### config.mk
export PLATFORM = sky130hd
export DESIGN_NAME = cpx_seq
export DESIGN_NICKNAME = d
export VERILOG_FILES = /design/src/cpx_pkg.sv /design/src/cpx_bus_if.sv /design/src/cpx_cir_port.sv /design/src/cpx_seq.sv
export SDC_FILE = /design/constraint.sdc
export NUM_CORES = 1
export LEC_CHECK = 0
export BUFFER_PORTS_ARGS = -buffer_cell sky130_fd_sc_hd__buf_2
export CAP_MARGIN = 20
export CORE_AREA = 2 2 161 163
export DETAILED_ROUTE_END_ITERATION = 7
export DIE_AREA = 0 0 163 165
export GPL_ROUTABILITY_DRIVEN = 0
export PLACE_DENSITY = 0.79
export SLEW_MARGIN = 15
export SYNTH_ARGS = -nofsm -noshare
export SYNTH_HDL_FRONTEND = slang
export SYNTH_HIERARCHICAL = 1
export SYNTH_SLANG_ARGS = --single-unit
### constraint.sdc
create_clock -name clk -period 4.7 [get_ports clk]
set_input_delay 0.94 -clock clk [delete_from_list [all_inputs] [get_ports clk]]
set_output_delay 0.94 -clock clk [all_outputs]
set_load 0.02 [all_outputs]
### src/cpx_pkg.sv
// Purpose: shared constants and types for the coprocessor exception sequencer
// Assumes: one 200 MHz clock, asynchronous active-low reset
// Notes: interface registers are named by select codes, not by bus addresses
`default_nettype none
package cpx_pkg;
  // =========================================================
  // interface register selects
  typedef enum logic [3:0] {
    CPX_REG_RESPONSE, CPX_REG_CONTROL, CPX_REG_SAVE, CPX_REG_RESTORE,
    CPX_REG_OPWORD, CPX_REG_COMMAND, CPX_REG_CONDITION, CPX_REG_OPERAND,
    CPX_REG_REGSEL, CPX_REG_INSTADDR, CPX_REG_OPERADDR
  } cpx_reg_t;
  // =========================================================
  // primitive kinds handed in by the dialog logic
  typedef enum logic [2:0] {
    CPX_PRIM_POST, CPX_PRIM_MID, CPX_PRIM_PRE, CPX_PRIM_FMTERR, CPX_PRIM_OTHER
  } cpx_prim_t;
  // instruction category currently in dialog
  typedef enum logic [2:0] {
    CPX_CAT_NONE, CPX_CAT_GEN, CPX_CAT_COND, CPX_CAT_SAVE, CPX_CAT_RESTORE
  } cpx_cat_t;
  // =========================================================
  // frame sizes in words and fixed vectors
  localparam logic [3:0] CPX_POST_WORDS = 4'h6;
  localparam logic [3:0] CPX_MID_WORDS = 4'hA;
  localparam logic [3:0] CPX_PRE_WORDS = 4'h4;
  localparam logic [7:0] CPX_VEC_PROTOCOL = 8'h0D;
  localparam logic [7:0] CPX_VEC_FORMAT = 8'h0E;
  // control register masks (plain defaults)
  localparam logic [15:0] CPX_ACK_MASK = 16'h0002;
  localparam logic [15:0] CPX_ABORT_MASK = 16'h0001;
  // reset values and synchroniser stage count
  localparam logic [31:0] CPX_ADDR_RST = 32'h0000_0000;
  localparam logic [7:0] CPX_VEC_RST = 8'h00;
  localparam int CPX_SYNC_STAGES = 2;
endpackage
`default_nettype wire

### src/cpx_bus_if.sv
// Purpose: request/answer carrier between sequencer and register access port
// Assumes: both ends on clk
// Notes: req held until done; done is a one-cycle pulse
`timescale 1ns/1ps
`default_nettype none
interface cpx_bus_if;
  logic req;
  logic wr;
  cpx_pkg::cpx_reg_t sel;
  logic [31:0] wdata;
  logic [31:0] rdata;
  logic done;
  modport mst (output req, output wr, output sel, output wdata, input rdata, input done);
  modport prt (input req, input wr, input sel, input wdata, output rdata, output done);
endinterface
`default_nettype wire

### src/cpx_cir_port.sv
// Purpose: runs one interface register access on the coprocessor pins
// Assumes: ack pair and data arrive asynchronously, two-flop synchronised
// Notes: no timeout; an access without acknowledge waits forever
`timescale 1ns/1ps
`default_nettype none
module cpx_cir_port (
  input wire logic clk,
  input wire logic rstn,
  input wire logic ce,
  cpx_bus_if.prt bus,
  output logic cir_strobe,
  output logic cir_rd_wr_n,
  output logic [3:0] cir_sel,
  output logic [31:0] cir_dout,
  output logic cir_doe,
  input wire logic [31:0] cir_din,
  input wire logic [1:0] data_size_ack_pair_n
);
  // =========================================================
  // synchronisers
  logic [1:0] ack_s1_r, ack_s2_r;
  logic [31:0] din_s1_r, din_s2_r;
  logic busy_r;
  logic ack_seen;

  // first stage feeds only the second
  always_ff @(posedge clk or negedge rstn) begin
    if (!rstn) begin
      ack_s1_r <= 2'h3;
      ack_s2_r <= 2'h3;
      din_s1_r <= 32'h0000_0000;
      din_s2_r <= 32'h0000_0000;
    end else if (ce) begin
      ack_s1_r <= data_size_ack_pair_n;
      ack_s2_r <= ack_s1_r;
      din_s1_r <= cir_din;
      din_s2_r <= din_s1_r;
    end
  end

  assign ack_seen = busy_r && (ack_s2_r != 2'h3);

  // =========================================================
  // one access at a time; waits with no limit for the acknowledge
  always_ff @(posedge clk or negedge rstn) begin
    if (!rstn) begin
      busy_r <= 1'b0;
      cir_strobe <= 1'b0;
      cir_rd_wr_n <= 1'b1;
      cir_sel <= 4'h0;
      cir_dout <= 32'h0000_0000;
      cir_doe <= 1'b0;
      bus.rdata <= 32'h0000_0000;
      bus.done <= 1'b0;
    end else if (ce) begin
      bus.done <= 1'b0;
      if (!busy_r && bus.req && !bus.done) begin
        busy_r <= 1'b1;
        cir_strobe <= 1'b1;
        cir_rd_wr_n <= !bus.wr;
        cir_sel <= bus.sel;
        cir_dout <= bus.wdata;
        cir_doe <= bus.wr;
      end else if (ack_seen) begin // no timeout here
        busy_r <= 1'b0;
        cir_strobe <= 1'b0;
        cir_doe <= 1'b0;
        bus.rdata <= din_s2_r;
        bus.done <= 1'b1;
      end
    end
  end

  // a strobe drops only on an acknowledge
  strobe_hold_a: assert property (@(posedge clk) disable iff (!rstn)
    ce && cir_strobe && (ack_s2_r == 2'h3) |=> cir_strobe)
    else $error("strobe dropped without acknowledge");
endmodule
`default_nettype wire

### src/cpx_seq.sv
// Purpose: main-processor exception sequencer for the coprocessor interface
// Assumes: dialog logic supplies primitives, categories and sequenced accesses
// Notes: owns the control-register acknowledge, frame requests and resume point
`timescale 1ns/1ps
`default_nettype none
module cpx_seq (
  input wire logic clk,
  input wire logic rstn,
  input wire logic ce,
  input wire logic prim_valid,
  input wire cpx_pkg::cpx_prim_t prim_kind,
  input wire logic [7:0] prim_vector,
  input wire cpx_pkg::cpx_cat_t cur_cat,
  input wire logic [31:0] scan_ptr,
  input wire logic [31:0] opword_addr,
  input wire logic dialog_open,
  input wire logic seq_req,
  input wire cpx_pkg::cpx_reg_t seq_sel,
  input wire logic seq_wr,
  input wire logic [31:0] seq_wdata,
  output logic seq_done,
  output logic seq_refused,
  output logic [31:0] seq_rdata,
  output logic instr_done,
  output logic exc_req,
  input wire logic exc_ack,
  output logic [7:0] exc_vector,
  output logic [3:0] exc_words,
  output logic [31:0] exc_pc,
  output logic [31:0] exc_scan,
  input wire logic rte_req,
  input wire logic [3:0] rte_words,
  input wire logic [7:0] rte_vector,
  input wire logic rte_modified,
  input wire logic [31:0] rte_scan,
  output logic resume_valid,
  output logic [31:0] resume_addr,
  output logic resp_valid,
  output logic [31:0] resp_data,
  output logic cir_strobe,
  output logic cir_rd_wr_n,
  output logic [3:0] cir_sel,
  output logic [31:0] cir_dout,
  output logic cir_doe,
  input wire logic [31:0] cir_din,
  input wire logic [1:0] data_size_ack_pair_n
);
  // =========================================================
  // declarations
  typedef enum {CPX_IDLE, CPX_CTRL_WR, CPX_FRAME, CPX_RESP_RD, CPX_SEQ_ACC} cpx_state_t;
  cpx_state_t state_r;
  cpx_bus_if bus ();
  logic [15:0] mask_r;
  logic need_ctrl;
  logic accept_prim;
  logic post_ok;
  logic seq_legal;

  cpx_cir_port u_port (
    .clk(clk),
    .rstn(rstn),
    .ce(ce),
    .bus(bus.prt),
    .cir_strobe(cir_strobe),
    .cir_rd_wr_n(cir_rd_wr_n),
    .cir_sel(cir_sel),
    .cir_dout(cir_dout),
    .cir_doe(cir_doe),
    .cir_din(cir_din),
    .data_size_ack_pair_n(data_size_ack_pair_n)
  );

  // =========================================================
  // decode of incoming primitives
  assign accept_prim = prim_valid && (state_r == CPX_IDLE);
  assign post_ok = (cur_cat == cpx_pkg::CPX_CAT_GEN) ||
                   (cur_cat == cpx_pkg::CPX_CAT_COND);
  // a post primitive outside its categories is a processor-found violation: no ack
  assign need_ctrl = (prim_kind != cpx_pkg::CPX_PRIM_OTHER) &&
                     !((prim_kind == cpx_pkg::CPX_PRIM_POST) && !post_ok);
  // sequenced registers only while a dialog is open; the others any time
  assign seq_legal = dialog_open ||
                     (seq_sel == cpx_pkg::CPX_REG_RESPONSE) ||
                     (seq_sel == cpx_pkg::CPX_REG_CONTROL) ||
                     (seq_sel == cpx_pkg::CPX_REG_SAVE) ||
                     (seq_sel == cpx_pkg::CPX_REG_RESTORE) ||
                     (seq_sel == cpx_pkg::CPX_REG_COMMAND) ||
                     (seq_sel == cpx_pkg::CPX_REG_CONDITION);

  // =========================================================
  // bus requests follow the state; control write precedes the frame when need_ctrl is set
  always_comb begin
    bus.req = 1'b0;
    bus.wr = 1'b0;
    bus.sel = cpx_pkg::CPX_REG_RESPONSE;
    bus.wdata = 32'h0000_0000;
    case (state_r)
      CPX_CTRL_WR: begin
        bus.req = 1'b1;
        bus.wr = 1'b1;
        bus.sel = cpx_pkg::CPX_REG_CONTROL;
        bus.wdata = {16'h0000, mask_r};
      end
      CPX_RESP_RD: begin
        bus.req = 1'b1;
      end
      CPX_SEQ_ACC: begin
        bus.req = 1'b1;
        bus.wr = seq_wr;
        bus.sel = seq_sel;
        bus.wdata = seq_wdata;
      end
      default: begin
        bus.req = 1'b0;
      end
    endcase
  end

  // =========================================================
  // main sequence; every coprocessor exception funnels through here
  always_ff @(posedge clk or negedge rstn) begin
    if (!rstn) begin
      state_r <= CPX_IDLE;
      mask_r <= 16'h0000;
    end else if (ce) begin
      case (state_r)
        CPX_IDLE: begin
          if (prim_valid) begin
            mask_r <= (prim_kind == cpx_pkg::CPX_PRIM_FMTERR) ?
                      cpx_pkg::CPX_ABORT_MASK : cpx_pkg::CPX_ACK_MASK;
            state_r <= need_ctrl ? CPX_CTRL_WR : CPX_FRAME;
          end else if (rte_req && !rte_modified && rte_words == cpx_pkg::CPX_MID_WORDS) begin
            state_r <= CPX_RESP_RD;
          end else if (seq_req && seq_legal && !rte_req) begin
            state_r <= CPX_SEQ_ACC;
          end
        end
        CPX_CTRL_WR: if (bus.done) state_r <= CPX_FRAME;
        CPX_FRAME: if (exc_ack) state_r <= CPX_IDLE;
        CPX_RESP_RD: if (bus.done) state_r <= CPX_IDLE;
        CPX_SEQ_ACC: if (bus.done) state_r <= CPX_IDLE;
        default: state_r <= CPX_IDLE;
      endcase
    end
  end

  // =========================================================
  // frame contents captured the cycle the primitive is taken
  always_ff @(posedge clk or negedge rstn) begin
    if (!rstn) begin
      exc_vector <= cpx_pkg::CPX_VEC_RST;
      exc_words <= 4'h0;
      exc_pc <= cpx_pkg::CPX_ADDR_RST;
      exc_scan <= cpx_pkg::CPX_ADDR_RST;
    end else if (ce && accept_prim) begin
      exc_pc <= opword_addr;
      exc_scan <= scan_ptr;
      case (prim_kind)
        cpx_pkg::CPX_PRIM_POST: begin
          exc_vector <= post_ok ? prim_vector : cpx_pkg::CPX_VEC_PROTOCOL;
          exc_words <= post_ok ? cpx_pkg::CPX_POST_WORDS : cpx_pkg::CPX_MID_WORDS;
        end
        cpx_pkg::CPX_PRIM_MID: begin
          exc_vector <= prim_vector;
          exc_words <= cpx_pkg::CPX_MID_WORDS;
        end
        cpx_pkg::CPX_PRIM_FMTERR: begin // invalid format word path
          exc_vector <= cpx_pkg::CPX_VEC_FORMAT;
          exc_words <= cpx_pkg::CPX_PRE_WORDS;
        end
        cpx_pkg::CPX_PRIM_PRE: begin
          exc_vector <= prim_vector;
          exc_words <= cpx_pkg::CPX_PRE_WORDS;
        end
        default: begin // unknown primitive: processor-found violation
          exc_vector <= cpx_pkg::CPX_VEC_PROTOCOL;
          exc_words <= cpx_pkg::CPX_MID_WORDS;
        end
      endcase
    end
  end

  // =========================================================
  // pulses and held outputs towards the core
  always_ff @(posedge clk or negedge rstn) begin
    if (!rstn) begin
      exc_req <= 1'b0;
      instr_done <= 1'b0;
      resume_valid <= 1'b0;
      resume_addr <= cpx_pkg::CPX_ADDR_RST;
      resp_valid <= 1'b0;
      resp_data <= 32'h0000_0000;
      seq_done <= 1'b0;
      seq_refused <= 1'b0;
      seq_rdata <= 32'h0000_0000;
    end else if (ce) begin
      instr_done <= accept_prim && prim_kind == cpx_pkg::CPX_PRIM_POST && post_ok;
      exc_req <= (state_r == CPX_FRAME) ? !exc_ack :
                 (state_r == CPX_CTRL_WR && bus.done) ||
                 (accept_prim && !need_ctrl);
      resume_valid <= (state_r == CPX_IDLE) && !prim_valid && rte_req &&
                      rte_words == cpx_pkg::CPX_POST_WORDS;
      if ((state_r == CPX_IDLE) && rte_req && rte_words == cpx_pkg::CPX_POST_WORDS) begin
        resume_addr <= rte_scan;
      end
      resp_valid <= (state_r == CPX_RESP_RD) && bus.done;
      if ((state_r == CPX_RESP_RD) && bus.done) begin
        resp_data <= bus.rdata;
      end
      seq_done <= (state_r == CPX_SEQ_ACC) && bus.done;
      if ((state_r == CPX_SEQ_ACC) && bus.done) begin
        seq_rdata <= bus.rdata;
      end
      seq_refused <= (state_r == CPX_IDLE) && !prim_valid && !rte_req &&
                     seq_req && !seq_legal;
    end
  end

  // =========================================================
  // checks
  ack_first_a: assert property (@(posedge clk) disable iff (!rstn)
    ce && accept_prim && need_ctrl |=> state_r == CPX_CTRL_WR && !exc_req)
    else $error("frame started before acknowledge write");
  ack_mask_a: assert property (@(posedge clk) disable iff (!rstn)
    state_r == CPX_CTRL_WR |-> bus.sel == cpx_pkg::CPX_REG_CONTROL && bus.wr)
    else $error("acknowledge not aimed at control register");
  post_frame_a: assert property (@(posedge clk) disable iff (!rstn)
    ce && accept_prim && prim_kind == cpx_pkg::CPX_PRIM_POST && post_ok
    |=> exc_words == 4'h6 && exc_vector == $past(prim_vector))
    else $error("post frame size or vector wrong");
  scan_save_a: assert property (@(posedge clk) disable iff (!rstn)
    ce && accept_prim |=> exc_scan == $past(scan_ptr))
    else $error("scan pointer not saved");
  pc_save_a: assert property (@(posedge clk) disable iff (!rstn)
    ce && accept_prim |=> exc_pc == $past(opword_addr))
    else $error("operation word address not saved");
  post_cat_a: assert property (@(posedge clk) disable iff (!rstn)
    ce && accept_prim && prim_kind == cpx_pkg::CPX_PRIM_POST && !post_ok
    |=> exc_vector == 8'h0D && !instr_done)
    else $error("post primitive taken outside its categories");
  done_pulse_a: assert property (@(posedge clk) disable iff (!rstn)
    ce && instr_done |=> !instr_done)
    else $error("instruction end not a single pulse");
  resume_scan_a: assert property (@(posedge clk) disable iff (!rstn)
    ce && state_r == CPX_IDLE && !prim_valid && rte_req && rte_words == 4'h6
    |=> resume_valid && resume_addr == $past(rte_scan))
    else $error("post return not at saved scan pointer");
  resp_read_a: assert property (@(posedge clk) disable iff (!rstn)
    ce && state_r == CPX_IDLE && !prim_valid && rte_req && !rte_modified && rte_words == 4'hA
    |=> bus.req && !bus.wr && bus.sel == cpx_pkg::CPX_REG_RESPONSE)
    else $error("violation return did not read response");
  seq_guard_a: assert property (@(posedge clk) disable iff (!rstn)
    state_r == CPX_SEQ_ACC && !dialog_open |-> seq_legal)
    else $error("sequenced register reached outside dialog");
  all_exc_a: assert property (@(posedge clk) disable iff (!rstn)
    ce && accept_prim |-> ##[1:2] (state_r == CPX_CTRL_WR || exc_req))
    else $error("exception not processed");
endmodule
`default_nettype wire

-- After elaboration in Yosys (flattened, before gate mapping)
Index checks and enable logic that the tools add are counted.
- bits in registers: 366
- output and inout port bits: 217
- word-level logic and storage cells: 137
- eq/ne operators: 26
- mux-type cells: 23
- bitwise logic cells: 1
- reduce and logical (&&, ||, !) cells: 61
- operator list (operator ; count):
    $mux W32 ; 6
    $pmux W32 S4 ; 1
    $eq A32 B2 Y1 const B ; 3
    $eq A32 B3 Y1 const B ; 3
    $logic_not A32 Y1 ; 2
    $pmux W32 S2 ; 1
    $eq A32 B1 Y1 const B ; 1
    $eq A32 B4 Y1 const B ; 1
    $logic_and A1 B1 Y1 ; 25
    $pmux W8 S3 ; 1
    $pmux W4 S2 ; 2
    $eq A4 B3 Y1 const B ; 3
    $logic_not A1 Y1 ; 11
    $reduce_and A2 Y1 ; 5
    $eq A3 B2 Y1 const B ; 3
    $eq A4 B2 Y1 const B ; 2
    $logic_or A1 B1 Y1 ; 8
    $mux W8 ; 1
    $mux W1 ; 7
    $eq A3 B1 Y1 const B ; 2
    $reduce_and A3 Y1 ; 2
    $reduce_or A2 Y1 ; 3
    $reduce_and A5 Y1 ; 1
    $eq A4 B1 Y1 const B ; 1
    13 further kinds ; 16

-- Logic depth before layout (Yosys ltp)
Gate-level depths: netlist of run 1.
- depth in word-level cells: 13
- depth in mapped cells: 7

-- Cells and area by module
Netlist of run 1, hierarchy kept.
- by module, submodules not included (module ; times used ; cells each ; area each (um^2)):
    cpx_seq ; 1 ; 630 ; 7344.5
    cpx_cir_port ; 1 ; 301 ; 5218.8

-- Worst setup path after synthesis of run 1
No wires, ideal clock.
- path kind: input to register
- start: in ce
- end: reg seq_rdata[0]
- library setup time: 0.125 ns
- arrival time: 2.021 ns
- path slack: 2.554 ns
- cell stages on the path: 5
- path through: clkbuf_1 -> and3_1 -> buf_2 -> buf_4 -> mux2_2
- word-level cells in the longest chain between the ends: 1
- RTL lines (what ; line ; RTL):
    from (decl) ; cpx_seq.sv:9 ; input wire logic ce,
    $reduce_and A2 Y1 (no line) ; -- ;
    to (signal assigned) ; cpx_seq.sv:212 ; seq_rdata <= bus.rdata;
    to (decl) ; cpx_seq.sv:23 ; output logic [31:0] seq_rdata,
Every way passes these cells.
A chain may end at the register's enable or synchronous reset.

-- Final worst setup path of run 1
- start: reg state_r[1]
- end: reg exc_scan[13]
- word-level cells in the longest chain between the ends: 3
- RTL lines (what ; line ; RTL):
    from (decl) ; cpx_seq.sv:51 ; cpx_state_t state_r;
    from (signal assigned) ; cpx_seq.sv:131 ; state_r <= need_ctrl ? CPX_CTRL_WR : CPX_FRAME;
    $logic_not A32 Y1 ; cpx_seq.sv:75 ; assign accept_prim = prim_valid && (state_r == CPX_IDLE);
    $logic_and A1 B1 Y1 ; cpx_seq.sv:75 ;
    $logic_and A1 B1 Y1 ; cpx_seq.sv:155 ; end else if (ce && accept_prim) begin
    to (signal assigned) ; cpx_seq.sv:154 ; exc_scan <= cpx_pkg::CPX_ADDR_RST;
    to (signal assigned) ; cpx_seq.sv:157 ; exc_scan <= scan_ptr;
    to (decl) ; cpx_seq.sv:30 ; output logic [31:0] exc_scan,
Every way passes these cells.

==> results of run 1 <==
power groups by stage:
stage                     clock [uW]  sequential (uW)  combinational, uW
after floorplan                    0             5200               1280
after global placement             0             4310               3370
after detailed placement           0             4380               3440
after CTS                       2740             4340               3470
after global routing            2850             4470               3680
final                           2670             4340               3430
worst paths after layout:
check	startpoint	endpoint	slack (ns)	cells after the start
worst max-delay path	state_r[1]	exc_scan[13]	2.22	5
worst min-delay path	rstn	resume_addr[16]	0.40	1
worst max register to register	state_r[1]	exc_scan[13]	2.22	5
worst min register to register	exc_pc[24]	exc_pc[24]	0.47	2
max in group asynchronous	rstn	resp_data[23]	3.27	2
min in group clk	exc_pc[24]	exc_pc[24]	0.47	2
cell usage in the layout, fill, tap and decap left out, drive strengths merged, types with 2 or more instances in the layout:
| cell | n |
|---|---|
| nand2 | 198 |
| clkinv | 4 |
| xnor2 | 2 |
| nand3 | 3 |
| nand2b | 2 |
| mux2 | 233 |
| and3 | 2 |
| clkbuf | 52 |
| a32o | 2 |
| and2 | 33 |
| a22o | 6 |
| inv | 12 |
| buf | 420 |
| a22oi | 2 |
| nor2b | 3 |
| o21a | 2 |
| o21ai | 6 |
| a21oi | 8 |
| nor2 | 14 |
| a31oi | 4 |
| clkinvlp | 2 |
| o22a | 2 |
| dfrtp | 317 |
| nand4 | 2 |
| mux2i | 2 |
| a21o | 3 |
| nor3 | 5 |
| diode | 9 |
| dfstp | 5 |
| bufinv | 2 |
registers in the layout, summed over array words and instances, names as in the netlist, 4 cells and up:
name and cells:
exc_pc 32, exc_scan 32, resp_data 32, resume_addr 32, seq_rdata 32, u_port/bus.rdata 32, u_port/cir_dout 32, u_port/din_s1_r 32
u_port/din_s2_r 32, exc_vector 8, u_port/cir_sel 4
worst max-delay path: cells and delay by family, from the launching register on:
| kind | cells | cell delay (ns) |
|---|---|---|
| and+or+nand+nor | 4 | 1.38 |
| DFF | 1 | 0.54 |
| buffers and inverters | 1 | 0.47 |
kinds of logic (layout without fill, tap and decap cells):
group | count (synthesis) | in the layout | share of synthesized area
other cells | 1 | 10 | 0.000298
simple gates | 272 | 272 | 0.0975
mux | 235 | 235 | 0.210
buf+inv | 57 | 492 | 0.0240
xor+xnor | 2 | 2 | 0.00139
flops | 322 | 322 | 0.642
compound gates | 42 | 42 | 0.0245
layer usage:
layer | track usage | routed length [um] | up-vias
met1 | 0.272 | 12500 | 4269
met2 | 0.397 | 16000 | 327
li1 | - | - | 3974
met5 | 0 | 7 | -
met4 | 0.0973 | 1150 | 2
met3 | 0.0615 | 2160 | 90
through the flow:
step / total power [uW] / util / setup slack (ns) / hold slack (ns)
global placement: 7680 / 0.595 / 1.86 / 0.453
global route: 11000 / 0.641 / 2.01 / 0.443
finish: 10400 / 0.641 / 2.22 / 0.398
detailed placement: 7820 / 0.595 / 1.82 / 0.456
floorplan: 6480 / - / 2.55 / 0.454
CTS: 10500 / 0.640 / 2.22 / 0.420
cell type report:
type	count	area [um2]	share of cell area
inverters	10	37.5	0.00234
clock inverters	10	124	0.00772
flip-flops and latches	322	8060	0.502
multi-input cells	552	4220	0.263
repair buffers	420	2170	0.135
well taps	330	413	0.0257
clock buffers	52	1010	0.0628
diodes	9	22.5	0.00140
==> run metrics, run 1 <==
drt total wl=31800 um; LEAKAGE=0.00857 uW; critical path class=reg2reg; status=complete, no violations; post-DP HPWL=22600 um; total grt overflow=0; Peak VDD IR=0.375 mV; commonest cells in the netlist=dfrtp_1 (317), mux2_2 (229), nand2_1 (198); Setup-failing EPs final=0; crit path time final=2.48 ns; Critical Path AT=2.92 ns; post-synthesis net count=1133; chip height=165 um; Final period util=0.527; Max-cap violations=0; nets=1542; Worst setup SP type=flop; fraction of the yosys area taken by sequential cells=0.642; Max Root-Sink Buffers=3; num ports=419; via-per-instance ratio=5.08; Setup Fix Bufs, Post-CTS=0; Resized cells post-CTS=0; Synth top area share=0.631; Synthesis Warnings=6; fillcell total=1889; HP Class=in2async; initial antenna violation count=7; placed insts=1634; Placed Instance Area=14900 um2; core area=25000 um2; hold_buf cts=0; ranking of synthesized cells by area=dfrtp_1 (63%), mux2_2 (21%), nand2_1 (5.9%); CTS root buf=clkbuf_16; largest stage delay on the critical path=0.70 ns; Syn Area/Cell=13.5 um2; All-Layer GR Usage=0.230; transition time of the tightest slew-check pin=0.967 ns; flop and latch count out of synthesis=322; Top FF cell, synth=dfrtp_1; skew final=0.0188 ns; sequential share of power=0.416; Gate power share=0.329; clock-pin slew on the worst setup and hold paths=0.06 ns; Async SR Flop Fraction=1.00; CP Max Fanout=38; Synth Instances=931; DRC=0; Hold Vio Cnt, Final=0; drt first-iter violations=663; most frequent cell after synthesis=dfrtp_1; Die W=163 um; internal power=6740 uW; largest net degree at the start of global routing=81; # port buffers=409; clock share of power=0.256; share of cells above drive strength 1=0.526; cell with the largest stage delay on the worst path=nor2_4; Final Cell Area=16100 um2; Final ANT Viol Nets=0; vias=8662; Yosys top cell by area=dfrtp_1; Sw Ratio=0.355; Total Die Area=26900 um2; pwr dens=651 nW/um2; Total Negative Setup Slacks=0 ns; Worst Path Required=5.14 ns; Pre-antenna DRT Iters=4; non-filler instance count after layout=1705; Num CTS Buffers=34; net switching power=3710 uW; area delta synth->final=27.8%; crit path cell chain=or3_4 > nor2_4 > buf_4 > nand2_1 > nand2_1; CP Capture Type=flop; H-tree depth=2; Mapped Area=12600 um2; RSZ-0062 raised after global routing=no; cell repeated most along the worst path=nand2_1; clock sinks=322; fmax=0.403 GHz; CTS tree=done; Relative slew margins=0.356; initial core utilization=0.502; vias in the first global route=8808; Final Max Tran Viols=0; Post-synth EDFFs=0; Row Count=58; Distinct cells, synth=50; wire length per cell=18.6 um; Clk Latency, worst-skew pair=0.51 ns; first-pass GRT wire length=48100 um
Power figures use the tool's default switching activity.
==> inputs of run 2 (changes only) <==
CORE_AREA = not set   (was 2 2 161 163)
CORE_MARGIN = 2   (was not set)
CORE_UTILIZATION = 50   (was not set)
DIE_AREA = not set   (was 0 0 163 165)
clock period = 2.4 ns   (was 4.7 ns; I/O delays follow)
==> run 2 against run 1 <==
  * Maximum frequency up 21%
  * Non-clock buffer count grew 10
  * Sequential power is 96% higher
  * Largest cell class unchanged
  * Routed wire length rose by 0.88%
  * First-iteration DRC count decreased by 9.2%
  * Largest power group unchanged
  * Sequential cell count unchanged
  * Core utilization rose by 1.4 points
  * Setup slack worse by 1.9 ns
  * Via count up 0.18%
  * Design area grew 1.6%
  * Die area fell by 1.8%
==> run metrics, run 2 (synthesis gave the netlist of run 1 again) <==
status=complete, no violations; HP Class=in2reg; CP Max Fanout=23; Final period util=0.856; pwr dens=1270 nW/um2; total grt overflow=0; commonest non-fill, non-tap cell in the layout=buf_2; Reg area=8060 um2; share of cells above drive strength 1=0.533; Setup Fix Bufs, Post-CTS=0; transition time of the tightest slew-check pin=0.561 ns; Total Negative Setup Slacks=0 ns; drt total wl=32000 um; Peak VDD IR=0.920 mV; Clk Latency, worst-skew pair=0.50 ns; area delta synth->final=29.8%; first-pass GRT wire length=49000 um; Total Die Area=26400 um2; Relative slew margins=0.626; crit path time final=2.05 ns; final setup margin=0.346 ns; CTS root buf=clkbuf_16; clock sinks=322; nets=1552; via-per-instance ratio=5.04; num ports=419; clock-pin slew on the worst setup and hold paths=0.06 ns; Row Count=58; pre-CTS setup slack=0.346 ns; chip height=163 um; drt first-iter violations=602; Max Root-Sink Buffers=3; Worst setup SP type=flop; Die W=163 um; fillcell total=1863; post-DP HPWL=23000 um; Final Max Tran Viols=0; Num CTS Buffers=34; skew final=0.0123 ns; largest net degree at the start of global routing=72; area of the multi-input gates=4220 um2; RSZ-0062 raised after global routing=no; vias in the first global route=8921; # port buffers=409; WHS=0.170 ns; Worst Path Required=2.78 ns; Setup-failing EPs final=0; Hold Vio Cnt, Final=0; Critical path origin=state_r[1]; H-tree depth=2; fmax=0.487 GHz; DRC=0; initial antenna violation count=16; wire length per cell=18.6 um; CTS tree=done; core area=24900 um2; critical hold path startpoint=scan_ptr[16]; CP Capture Type=flop; RR Startpoint=state_r[1]; critical path class=reg2reg; LEAKAGE=0.00868 uW; Tot Pwr=20700 uW; most frequent cells in the layout=buf_2 (407), dfrtp_1 (317), mux2_2 (229), nand2_1 (198), clkbuf_16 (34); vias=8678; All-Layer GR Usage=0.239; Critical Path AT=2.43 ns; Final ANT Viol Nets=0; Pre-antenna DRT Iters=7; Max-cap violations=0; initial core utilization=0.505
## run 2: worst max-delay path, stage by stage, from the launching register on
cell and delay, ns:
dfrtp_1 0.55, nor3b_4 0.32, and3_2 0.44, buf_12 0.24, mux2_2 0.36
## run 2: area by class of cell
cell class,count,share of cell area
clock buffer,43,0.0586
clock inverter,18,0.0137
inverter,10,0.00230
tap,330,0.0253
sequential,322,0.495
antenna,16,0.00246
multi-input combinational,552,0.259
timing repair buffer,430,0.145
## run 2: stage by stage
step	area, um2	instances	util
floorplan	12600	931	-
global placement	15100	1643	0.606
detailed placement	15100	1643	0.606
CTS	16300	1705	0.653
global route	16300	1719	0.655
finish	16300	1721	0.655
## run 2: path summary, 6_finish.rpt
path / to / slack [ns] / depth (start not counted)
min in group asynchronous: u_port/bus.rdata[28] / 0.55 / 2
worst max register to register: seq_rdata[1] / 0.35 / 4
worst min-delay path: exc_scan[16] / 0.17 / 3
worst max-delay path: seq_rdata[1] / 0.35 / 4
worst min register to register: u_port/cir_rd_wr_n / 0.47 / 2
max in group asynchronous: u_port/ack_s1_r[0] / 1.10 / 3
## run 2: layer usage
metal	vias to the layer above	track usage	routed length, um
li1	4008	-	-
met1	4297	0.284	12100
met2	297	0.402	16300
met3	74	0.0667	2380
met4	2	0.121	1280
met5	-	0	14
## run 2: report_power, final
group,leakage [uW],switching [uW],total [uW],internal [uW]
Clock,0.000572,2140,5420,3270
Sequential,0.00408,1120,8490,7370
Combinational,0.00403,4060,6820,2760
Total,0.00868,7330,20700,13400
## run 2: what timing repair did
item | 4_1_cts | 5_1_grt
hold buffers | 1 | 0
gates resized for setup | 0 | 0
endpoints found under the hold margin | 54 | 0
